===== config.mk =====
export PLATFORM = sky130hd
export DESIGN_NAME = imsx_top
export DESIGN_NICKNAME = d
export VERILOG_FILES = /design/src/rtl/imsx_pkg.sv /design/src/rtl/imsx_if.sv /design/src/rtl/imsx_mem.sv /design/src/rtl/imsx_send.sv /design/src/rtl/imsx_top.sv
export SDC_FILE = /design/constraint.sdc
export NUM_CORES = 2
export LEC_CHECK = 0
export BUFFER_PORTS_ARGS = -buffer_cell sky130_fd_sc_hd__buf_2
export CAP_MARGIN = 20
export CELL_PAD_IN_SITES_DETAIL_PLACEMENT = 2
export CELL_PAD_IN_SITES_GLOBAL_PLACEMENT = 2
export CORE_ASPECT_RATIO = 1.4
export CORE_UTILIZATION = 44
export CTS_CLUSTER_DIAMETER = 120
export DETAILED_ROUTE_END_ITERATION = 8
export PLACE_DENSITY = 0.95
export RECOVER_POWER = 25
export SLEW_MARGIN = 5
export SYNTH_ARGS = -nofsm -noshare
export SYNTH_HDL_FRONTEND = slang
export SYNTH_HIERARCHICAL = 1
export SYNTH_SLANG_ARGS = --single-unit

===== constraint.sdc =====
create_clock -name clk -period 9.2 [get_ports clk]
set_input_delay 1.84 -clock clk [delete_from_list [all_inputs] [get_ports clk]]
set_output_delay 1.84 -clock clk [all_outputs]
set_load 0.01 [all_outputs]

===== src/rtl/imsx_pkg.sv =====
// constants, types and helpers for the message-signalled interrupt vector block
// assumes one clock domain and word-wide configuration and memory target ports
// What this block does
// - msi vectors numbered 0..n-1, each tied to same-index mask and pending bit
// - only advertised vectors have mask/pending bits; the rest are reserved
// - reset clears all implemented msi mask and pending bits
// - 32-bit read/write msi mask; a masked vector sends no message
// - 32-bit read-only msi pending; set bit means message waiting
// - at most one extended capability per function, may coexist with msi
// - table and pending array in memory space via bar selector plus offset
// - bar may be 32 or 64 bit, must map memory; may share one bar
// - table entry is four dwords, entries every 16 bytes
// - pending bit k sits in qword k/64 bit k%64, dword k/32 bit k%32
// - message is one dword write: entry data, upper and lower address
// - other registers never share an aligned 4-kb range with these structures
// - table and pending array may share a 4-kb range but never overlap
// - isolate the structures with aligned 8-kb ranges when bar is shared
// - table and pending array may live in plain read/write memory
// - entries and pending bits numbered 0..table size field value
// - reserved capability bits read 0; read-only fields ignore writes
// - read-only capability identifier in bits 7:0 returns 11h
// - read-only next pointer in bits 15:8, zero when last in list
// - table size field holds entries minus one, 11 bits, read-only
// - function mask masks every vector without touching per-vector masks
// - extended signalling off after reset; used only when enabled and msi off
package imsx_pkg;

  // ******************************
  // capability identity
  // ******************************
  localparam logic [7:0] CAP_CODE = 8'h11;
  localparam logic [7:0] NEXT_PTR_DEF = 8'h00;
  localparam logic [7:0] BAR_FIRST_OFF = 8'h10;

  // ******************************
  // configuration dword indices
  // ******************************
  localparam int CFG_AW = 6;
  localparam logic [5:0] CFG_MSI_MASK = 6'h14;
  localparam logic [5:0] CFG_MSI_PEND = 6'h15;
  localparam logic [5:0] CFG_MSIX_HDR = 6'h1c;
  localparam logic [5:0] CFG_MSIX_TBL = 6'h1d;
  localparam logic [5:0] CFG_MSIX_PND = 6'h1e;

  // ******************************
  // control field positions in the header dword
  // ******************************
  localparam int HDR_EN_POS = 31;
  localparam int HDR_FMASK_POS = 30;
  localparam int TSIZE_W = 11;

  // ******************************
  // memory-space placement
  // ******************************
  localparam int MEM_AW = 14;
  localparam logic [2:0] TBL_BSEL = 3'h0;
  localparam logic [31:0] TBL_OFF = 32'h0000_0000;
  localparam logic [2:0] PND_BSEL = 3'h0;
  localparam logic [31:0] PND_OFF = 32'h0000_2000;
  localparam int PND_REGION_BIT = 13;
  localparam int ENTRY_BYTES = 16;
  localparam logic [1:0] VCTL_DW = 2'h3;
  localparam logic VCTL_MASK_RST = 1'b1;
  localparam logic [31:0] MSI_MASK_RST = 32'h0000_0000;
  localparam logic [31:0] MSI_PEND_RST = 32'h0000_0000;

  typedef enum {ST_IDLE, ST_FETCH, ST_LAUNCH} imsx_state_type;
  typedef enum {SND_IDLE, SND_REQ, SND_XFER} imsx_send_type;

  // byte-lane merge of a write into an old value
  function automatic logic [31:0] be_merge(input logic [31:0] old, input logic [31:0] wd,
                                           input logic [3:0] be);
    logic [31:0] r;
    r = old;
    for (int i = 0; i < 4; i++)
    begin
      if (be[i])
        r[8*i +: 8] = wd[8*i +: 8];
    end
    return r;
  endfunction : be_merge

  // lowest set bit, lowest index wins
  function automatic logic [5:0] first_set(input logic [63:0] v);
    logic [5:0] r;
    r = 6'h00;
    for (int i = 63; i >= 0; i--)
    begin
      if (v[i])
        r = 6'(i);
    end
    return r;
  endfunction : first_set

endpackage : imsx_pkg


===== src/rtl/imsx_if.sv =====
// carriers between the top of the vector block and its table store and sender
// assumes both ends share clk
`timescale 1ns/1ps
interface imsx_mem_if #(parameter int AW = 4);
  logic en;
  logic we;
  logic [3:0] be;
  logic [AW-1:0] addr;
  logic [31:0] wdata;
  logic [31:0] rdata;
  modport owner (output en, we, be, addr, wdata, input rdata);
  modport store (input en, we, be, addr, wdata, output rdata);
endinterface : imsx_mem_if

interface imsx_msg_if;
  logic valid;
  logic done;
  logic [63:0] addr;
  logic [31:0] data;
  modport top (output valid, addr, data, input done);
  modport snd (input valid, addr, data, output done);
endinterface : imsx_msg_if


===== src/rtl/imsx_mem.sv =====
// table store: byte-writable words with registered read data
// assumes one access per cycle from the owner
`timescale 1ns/1ps
module imsx_mem #(
  parameter int DEPTH = 16,
  parameter int AW = 4
) (
  // clock
  input wire logic clk,
  // access
  imsx_mem_if.store port
);

  logic [31:0] mem [DEPTH];
  logic [31:0] rdata_ff;

  // no reset on the array: plain memory, contents undefined until written
  always_ff @(posedge clk)
  begin
    if (port.en && port.we)
    begin
      for (int i = 0; i < 4; i++)
      begin
        if (port.be[i])
          mem[port.addr][8*i +: 8] <= port.wdata[8*i +: 8];
      end
    end
  end

  always_ff @(posedge clk)
  begin
    if (port.en && !port.we)
      rdata_ff <= mem[port.addr];
  end

  assign port.rdata = rdata_ff;

endmodule : imsx_mem


===== src/rtl/imsx_send.sv =====
// bus master side: requests the bus, then drives one dword message write
// assumes the bus answers gnt and then one done pulse per write
`timescale 1ns/1ps
module imsx_send
  import imsx_pkg::*;
(
  // clock and reset
  input wire logic clk,
  input wire logic rst,
  // message from the vector logic
  imsx_msg_if.snd msg,
  // bus master
  output logic mst_req,
  input wire logic mst_gnt,
  output logic mst_valid,
  input wire logic mst_done,
  output logic [63:0] mst_addr,
  output logic [31:0] mst_data
);

  imsx_send_type state_ff;
  imsx_send_type nxt_state;
  logic [63:0] addr_ff;
  logic [31:0] data_ff;

  always_comb
  begin
    nxt_state = state_ff;
    unique case (state_ff)
      SND_IDLE: if (msg.valid) nxt_state = SND_REQ;
      SND_REQ: if (mst_gnt) nxt_state = SND_XFER;
      SND_XFER: if (mst_done) nxt_state = SND_IDLE;
    endcase
  end

  always_ff @(posedge clk)
  begin
    if (rst)
      state_ff <= SND_IDLE;
    else
      state_ff <= nxt_state;
  end

  always_ff @(posedge clk)
  begin
    if (rst)
    begin
      addr_ff <= 64'h0;
      data_ff <= 32'h0;
    end
    else if (state_ff == SND_IDLE && msg.valid)
    begin
      addr_ff <= msg.addr;
      data_ff <= msg.data;
    end
  end

  assign mst_req = (state_ff == SND_REQ);
  assign mst_valid = (state_ff == SND_XFER);
  assign mst_addr = addr_ff;
  assign mst_data = data_ff;
  assign msg.done = (state_ff == SND_XFER) && mst_done;

endmodule : imsx_send


===== src/rtl/imsx_top.sv =====
// msi per-vector mask/pending and extended capability with table and pending array
// assumes cfg and mem target ports are dword wide and already decoded to this function
`timescale 1ns/1ps
module imsx_top
  import imsx_pkg::*;
#(
  parameter int MSI_VECTORS = 32,
  parameter int TABLE_ENTRIES = 4,
  parameter logic [7:0] NEXT_PTR = NEXT_PTR_DEF
) (
  // clock and reset
  input wire logic clk,
  input wire logic rst,
  // configuration space target
  input wire logic cfg_wr,
  input wire logic cfg_rd,
  input wire logic [CFG_AW-1:0] cfg_addr,
  input wire logic [3:0] cfg_be,
  input wire logic [31:0] cfg_wdata,
  output logic [31:0] cfg_rdata,
  output logic cfg_rvalid,
  // memory space target behind the bar
  input wire logic mem_wr,
  input wire logic mem_rd,
  input wire logic [MEM_AW-1:0] mem_addr,
  input wire logic [3:0] mem_be,
  input wire logic [31:0] mem_wdata,
  output logic [31:0] mem_rdata,
  output logic mem_rvalid,
  // plain msi settings held elsewhere
  input wire logic msi_en,
  input wire logic [2:0] msi_mme,
  input wire logic [63:0] msi_addr,
  input wire logic [15:0] msi_data,
  // service events
  input wire logic [MSI_VECTORS-1:0] msi_event,
  input wire logic [TABLE_ENTRIES-1:0] msix_event,
  // bus master
  output logic mst_req,
  input wire logic mst_gnt,
  output logic mst_valid,
  input wire logic mst_done,
  output logic [63:0] mst_addr,
  output logic [31:0] mst_data,
  // status
  output logic msix_active
);

  localparam int NE = TABLE_ENTRIES;
  localparam int EW = (NE > 1) ? $clog2(NE) : 1;
  localparam int AW = EW + 2;
  localparam logic [31:0] MSI_IMPL = 32'((64'h1 << MSI_VECTORS) - 64'h1);
  localparam logic [TSIZE_W-1:0] TSIZE = TSIZE_W'(NE - 1);

  // ******************************
  // state
  // ******************************
  logic [31:0] msi_mask_ff;
  logic [31:0] msi_pend_ff;
  logic msix_en_ff;
  logic fmask_ff;
  logic [NE-1:0] vmask_ff;
  logic [NE-1:0] xpend_ff;
  imsx_state_type state_ff;
  imsx_state_type nxt_state;
  logic [5:0] vec_ff;
  logic is_x_ff;
  logic [1:0] widx_ff;
  logic fetch_wait_ff;
  logic [31:0] lo_ff;
  logic [31:0] hi_ff;
  logic [63:0] maddr_ff;
  logic [31:0] mdata_ff;
  logic [31:0] cfg_rdata_ff;
  logic cfg_rvalid_ff;
  logic [31:0] mem_other_ff;
  logic rd_tbl_ff;
  logic mem_rvalid_ff;

  imsx_mem_if #(.AW(AW)) tbl();
  imsx_msg_if msg();

  // ******************************
  // configuration decode
  // ******************************
  wire cw_mask = cfg_wr && (cfg_addr == CFG_MSI_MASK);
  wire cw_hdr = cfg_wr && (cfg_addr == CFG_MSIX_HDR);
  wire [31:0] hdr_merged = be_merge({msix_en_ff, fmask_ff, 30'h0}, cfg_wdata, cfg_be);
  wire [31:0] nxt_msi_mask = be_merge(msi_mask_ff, cfg_wdata, cfg_be) & MSI_IMPL;
  // one extended capability only, header at a fixed place in the list
  wire [31:0] hdr_rd = {msix_en_ff, fmask_ff, 3'h0, TSIZE,
                        NEXT_PTR, CAP_CODE};
  wire [31:0] cfg_rd_val =
    (cfg_addr == CFG_MSI_MASK) ? msi_mask_ff :
    (cfg_addr == CFG_MSI_PEND) ? msi_pend_ff :
    (cfg_addr == CFG_MSIX_HDR) ? hdr_rd :
    (cfg_addr == CFG_MSIX_TBL) ? {TBL_OFF[31:3], TBL_BSEL} :
    (cfg_addr == CFG_MSIX_PND) ? {PND_OFF[31:3], PND_BSEL} : 32'h0;

  // ******************************
  // memory-space decode
  // ******************************
  // table at bar offset 0, pending array 8 kb above: no other registers in this bar
  wire in_pnd = mem_addr[PND_REGION_BIT];
  wire [8:0] m_entry = mem_addr[12:4];
  wire [1:0] m_dw = mem_addr[3:2];
  wire [10:0] m_pdw = mem_addr[12:2];
  wire tbl_hit = !in_pnd && (m_entry < 9'(NE));
  wire vctl_hit = tbl_hit && (m_dw == VCTL_DW);
  wire store_hit = tbl_hit && (m_dw != VCTL_DW);
  wire bus_store = (mem_wr || mem_rd) && store_hit;
  wire [EW-1:0] m_eidx = m_entry[EW-1:0];
  wire [63:0] pnd_vec = 64'(xpend_ff);
  // bit k of the array is dword k/32 bit k%32
  wire [31:0] pnd_rd = (m_pdw == 11'h0) ? pnd_vec[31:0] :
                       (m_pdw == 11'h1) ? pnd_vec[63:32] : 32'h0;
  wire [31:0] vctl_rd = {31'h0, vmask_ff[m_eidx]};
  wire [31:0] other_rd = !in_pnd ? (vctl_hit ? vctl_rd : 32'h0) : pnd_rd;

  // ******************************
  // vector selection
  // ******************************
  wire msix_mode = msix_en_ff && !msi_en;
  wire [31:0] msi_ready = msi_pend_ff & ~msi_mask_ff & MSI_IMPL;
  wire [NE-1:0] x_ready = xpend_ff & ~vmask_ff & {NE{!fmask_ff}};
  wire [5:0] msi_pick = first_set(64'(msi_ready));
  wire [5:0] x_pick = first_set(64'(x_ready));
  wire [15:0] mme_mask = 16'((17'h1 << msi_mme) - 17'h1);
  wire [15:0] msi_word = (msi_data & ~mme_mask) | (16'(msi_pick) & mme_mask);
  wire start_msi = (state_ff == ST_IDLE) && msi_en && (|msi_ready);
  wire start_x = (state_ff == ST_IDLE) && msix_mode && (|x_ready);
  wire fetch_issue = (state_ff == ST_FETCH) && !fetch_wait_ff && !bus_store;
  wire fetch_last = fetch_wait_ff && (widx_ff == 2'h2);
  wire sent = (state_ff == ST_LAUNCH) && msg.done;
  wire [31:0] msi_clr = (sent && !is_x_ff) ? (32'h1 << vec_ff[4:0]) : 32'h0;
  wire [63:0] x_clr64 = (sent && is_x_ff) ? (64'h1 << vec_ff) : 64'h0;

  // ******************************
  // table store port
  // ******************************
  assign tbl.en = bus_store || fetch_issue;
  assign tbl.we = mem_wr && store_hit;
  assign tbl.be = mem_be;
  assign tbl.addr = bus_store ? {m_eidx, m_dw} : {vec_ff[EW-1:0], widx_ff};
  assign tbl.wdata = mem_wdata;

  imsx_mem #(.DEPTH(NE * 4), .AW(AW)) u_imsx_mem (
    .clk(clk),
    .port(tbl.store)
  );

  // ******************************
  // registers reached by software
  // ******************************
  always_ff @(posedge clk)
  begin
    if (rst)
    begin
      msi_mask_ff <= MSI_MASK_RST;
      msix_en_ff <= 1'b0;
      fmask_ff <= 1'b0;
    end
    else
    begin
      if (cw_mask)
        msi_mask_ff <= nxt_msi_mask;
      if (cw_hdr)
      begin
        msix_en_ff <= hdr_merged[HDR_EN_POS];
        fmask_ff <= hdr_merged[HDR_FMASK_POS];
      end
    end
  end

  always_ff @(posedge clk)
  begin
    if (rst)
      vmask_ff <= {NE{VCTL_MASK_RST}};
    else if (mem_wr && vctl_hit && mem_be[0])
      vmask_ff[m_eidx] <= mem_wdata[0];
  end

  // set wins over the completion clear in the same cycle
  always_ff @(posedge clk)
  begin
    if (rst)
    begin
      msi_pend_ff <= MSI_PEND_RST;
      xpend_ff <= '0;
    end
    else
    begin
      msi_pend_ff <= ((msi_pend_ff & ~msi_clr) | 32'(msi_event)) & MSI_IMPL;
      xpend_ff <= (xpend_ff & ~x_clr64[NE-1:0]) | msix_event;
    end
  end

  // ******************************
  // read answers, one cycle after the strobe
  // ******************************
  always_ff @(posedge clk)
  begin
    if (rst)
    begin
      cfg_rdata_ff <= 32'h0;
      cfg_rvalid_ff <= 1'b0;
      mem_other_ff <= 32'h0;
      rd_tbl_ff <= 1'b0;
      mem_rvalid_ff <= 1'b0;
    end
    else
    begin
      cfg_rvalid_ff <= cfg_rd;
      if (cfg_rd)
        cfg_rdata_ff <= cfg_rd_val;
      mem_rvalid_ff <= mem_rd;
      rd_tbl_ff <= mem_rd && store_hit;
      if (mem_rd)
        mem_other_ff <= other_rd;
    end
  end

  assign cfg_rdata = cfg_rdata_ff;
  assign cfg_rvalid = cfg_rvalid_ff;
  assign mem_rdata = rd_tbl_ff ? tbl.rdata : mem_other_ff;
  assign mem_rvalid = mem_rvalid_ff;

  // ******************************
  // message sequencer
  // ******************************
  always_comb
  begin
    nxt_state = state_ff;
    unique case (state_ff)
      ST_IDLE:
      begin
        if (start_msi)
          nxt_state = ST_LAUNCH;
        else if (start_x)
          nxt_state = ST_FETCH;
      end
      ST_FETCH: if (fetch_last) nxt_state = ST_LAUNCH;
      ST_LAUNCH: if (msg.done) nxt_state = ST_IDLE;
    endcase
  end

  always_ff @(posedge clk)
  begin
    if (rst)
      state_ff <= ST_IDLE;
    else
      state_ff <= nxt_state;
  end

  always_ff @(posedge clk)
  begin
    if (rst)
    begin
      vec_ff <= 6'h0;
      is_x_ff <= 1'b0;
      widx_ff <= 2'h0;
      fetch_wait_ff <= 1'b0;
    end
    else
    begin
      if (start_msi || start_x)
      begin
        vec_ff <= start_msi ? msi_pick : x_pick;
        is_x_ff <= !start_msi;
        widx_ff <= 2'h0;
      end
      else if (fetch_wait_ff)
        widx_ff <= widx_ff + 2'h1;
      fetch_wait_ff <= fetch_issue;
    end
  end

  // entry words land in order: lower address, upper address, data
  always_ff @(posedge clk)
  begin
    if (rst)
    begin
      lo_ff <= 32'h0;
      hi_ff <= 32'h0;
      maddr_ff <= 64'h0;
      mdata_ff <= 32'h0;
    end
    else if (start_msi)
    begin
      maddr_ff <= msi_addr;
      mdata_ff <= {16'h0, msi_word};
    end
    else if (fetch_wait_ff)
    begin
      if (widx_ff == 2'h0)
        lo_ff <= tbl.rdata;
      if (widx_ff == 2'h1)
        hi_ff <= tbl.rdata;
      if (fetch_last)
      begin
        maddr_ff <= {hi_ff, lo_ff};
        mdata_ff <= tbl.rdata;
      end
    end
  end

  // once launched the write is committed even if a mask is raised meanwhile
  assign msg.valid = (state_ff == ST_LAUNCH);
  assign msg.addr = maddr_ff;
  assign msg.data = mdata_ff;
  assign msix_active = msix_mode;

  imsx_send u_imsx_send (
    .clk(clk),
    .rst(rst),
    .msg(msg.snd),
    .mst_req(mst_req),
    .mst_gnt(mst_gnt),
    .mst_valid(mst_valid),
    .mst_done(mst_done),
    .mst_addr(mst_addr),
    .mst_data(mst_data)
  );

endmodule : imsx_top


==> impl_metrics.yaml <==
run_status:
  outcome: "finished, final reports clean"
layout:
  final_util_pct: 51.42
  drive_gt1_share_pct: 23.40
  stdcell_area_um2: 43290
  final_nets: 3473
  instances_no_fill: 4423
  syn2layout_area_growth_pct: 15.75
setup_path:
  criticalPathCategory: "primary input to register"
  reg2reg_from: "msi_pend_ff[21]"
  crit_fanout: 28
  crit_arrival_ns: 6.66
  crit_required_ns: 9.47
  cp-startpoint: "mem_addr[10]"
  end_kind: "register"
  cp-start-kind: "primary input"
power:
  ir_drop_mv: 0.2273
  p_leak_nw: 15.17
  p_per_area_nw_per_um2: 235.1
  fin_total_pwr_w: 0.01018
timing:
  rsz0062_at_grt: "no"
  fin_skew_ns: 0.03195
  tightest_slew_ns: 1.158
  setup_viol: 0
  finalSetupTns_ns: 0
  slew_headroom_pct: 22.50
  maxSlewViolCount: 0
  min_period_over_period_pct: 69.48
  hold_viol_final: 0
  fmax_mhz: 156.4
  min_period_ns: 6.392
route:
  ant_nets: 0
  vias: 26940
  initialDrtViolationCount: 2195
  wl_per_cell_um: 32.33
  drt_wl_total_um: 143000
  drc_errors: 0
  drt_first_pass_iters: 5
  viasPerCell: 6.091
grt:
  grtUsageTotal_pct: 33.04
  grt_max_degree: 194
  grt_pass1_wl_um: 206000
  grt_pass1_vias: 29210
  antenna_found_initial: 21
  gr-total-overflow: 0
clock_tree:
  root_buffer: "clkbuf_16"
  clock_latency_ns: 0.68
  tritoncts: "yes"
  cts_setup_buffers: 0
  cts_hold_buf: 0
  cts_made_buffers: 91
  clock_sinks: 926
  clockBufferDepth: 3
  htreeDepth: 3
  clk_pin_slew_worst_paths_ns: 0.06
  cts_resized: 0
synthesis:
  netlist_top_cells_count: "544 x edfxtp_1, 487 x nand2_1, 382 x dfxtp_1, 225 x a21oi_1, 200 x nor2_1"
  syn_area_um2: 37400
  synth_top_area_cell: "edfxtp_1"
  synth_top_area_share_pct: 43.68
  yosysWarnings: 6
  synth-edff-count: 544
  synth_ff_type: "edfxtp_1"
  ys_async_sr_fraction_pct: 0
  syn_area_per_cell_um2: 12.78
  seq_area_frac_synth_pct: 64.13
  synth_nets: 3157
  yosysMostFrequentCell: "edfxtp_1"
  yosys-top-cells-area: "edfxtp_1 44%, dfxtp_1 20%, mux4_2 7.8%"
  synth_cell_types: 58
  syn-instance-count: 2926
  synth_seq_cells: 926
floorplanning:
  die_w_um: 248.4
  rows: 126
  core_area_um2: 84190
  dieArea_um2: 86180
  start_util_pct: 44.42
  num_io_pins: 385
  die_y_um: 347.0
place:
  port_buffers: 382
  place_congestion: 0.8266
  place_area_um2: 40040
  place_hpwl_um: 90900
  dp.cells: 4231
hold_path:
  hp-start: "u_imsx_send/mst_addr[4]"
  holdCritPathClass: "register to register"
job:
  maxCapViolCount: 0
[registers in the layout, summed over array words and instances (netlist names), 5 cells and up]
signal                 count
u_imsx_mem/port.rdata     32
hi_ff                     32
mdata_ff                  32
msi_mask_ff               32
maddr_ff                  64
cfg_rdata                 32
u_imsx_send/mst_addr      64
u_imsx_send/mst_data      32
vec_ff                     5
u_imsx_mem/mem           512
msi_pend_ff               32
lo_ff                     32
[worst paths after layout]
kind         slack (ns)  cells past startpoint                       to
min                0.46                      2  u_imsx_send/mst_addr[4]
min reg2reg        0.46                      2  u_imsx_send/mst_addr[4]
max reg2reg        4.54                      8             maddr_ff[60]
max                2.81                     10    u_imsx_mem/mem[11][2]
[final cells by class]
class | count | area (µm²)
diodes | 15 | 37.54
flip-flops and latches | 926 | 23980
fillers | 7976 | 40900
inverters | 59 | 221.5
clock inverters | 47 | 594.3
repair buffers | 413 | 2178
multi-input cells | 1751 | 12340
clock buffers | 124 | 2569
well taps | 1088 | 1361
[through the flow]
| stage | hold slack [ns] | setup slack [ns] |
|---|---|---|
| after global placement | 0.4387 | 2.616 |
| after detailed placement | 0.4483 | 2.308 |
| after global routing | 0.4797 | 2.783 |
| final | 0.4579 | 2.808 |
| after floorplan | 0.4315 | 4.374 |
| after CTS | 0.4589 | 2.834 |
[cell families after synthesis]
group / after synthesis / share of synthesized area, %
adders and majority gates: 11 / 0.3680
and+or+nand+nor: 1032 / 12.57
DFF: 926 / 64.13
AOI/OAI and AO/OA: 450 / 8.515
xor gates and xnor gates: 3 / 0.07027
buffers and inverters: 249 / 3.095
muxes: 255 / 11.26
[routing by layer]
metal | vias up | wire length, µm | global-route usage (%)
met5 | - | 112 | 0
met4 | 16 | 7056 | 15.33
met3 | 351 | 9765 | 5.859
met1 | 14100 | 52880 | 39.32
met2 | 1249 | 73160 | 57.41
li1 | 11230 | - | -
[worst max-delay path, stage by stage]
cell and delay [ns]:
buf_2 0.10, nor4_1 0.87, nand2_1 0.19, nor3_1 0.43, o21a_1 0.42, mux2_2 0.55
nor2b_2 0.41, buf_4 0.46, nand3_1 0.42, nor2_1 0.92
[where the power goes]
group	internal (W)	switching, W
Clock	0.00229	0.00174
Sequential	0.00459	0.000181
Combinational	0.000421	0.000962
Total	0.00730	0.00288
[layout by cell type (no fill, tap or decap), types with 17 or more instances in the layout]
cell	instances
inv_1	59
clkbuf_16	94
a311oi_2	62
clkbuf_1	44
buf_4	25
nand3_1	54
o21ai_0	50
edfxtp_1	544
nor2b_1	54
nand2b_1	141
mux4_2	129
dfxtp_1	382
a21oi_1	225
buf_2	354
mux2_2	34
nor2_1	199
a22oi_1	66
nor3_1	17
mux2i_1	91
and2_1	34
nand2_1	485
No activity file was read; power rests on OpenSTA's default activity.
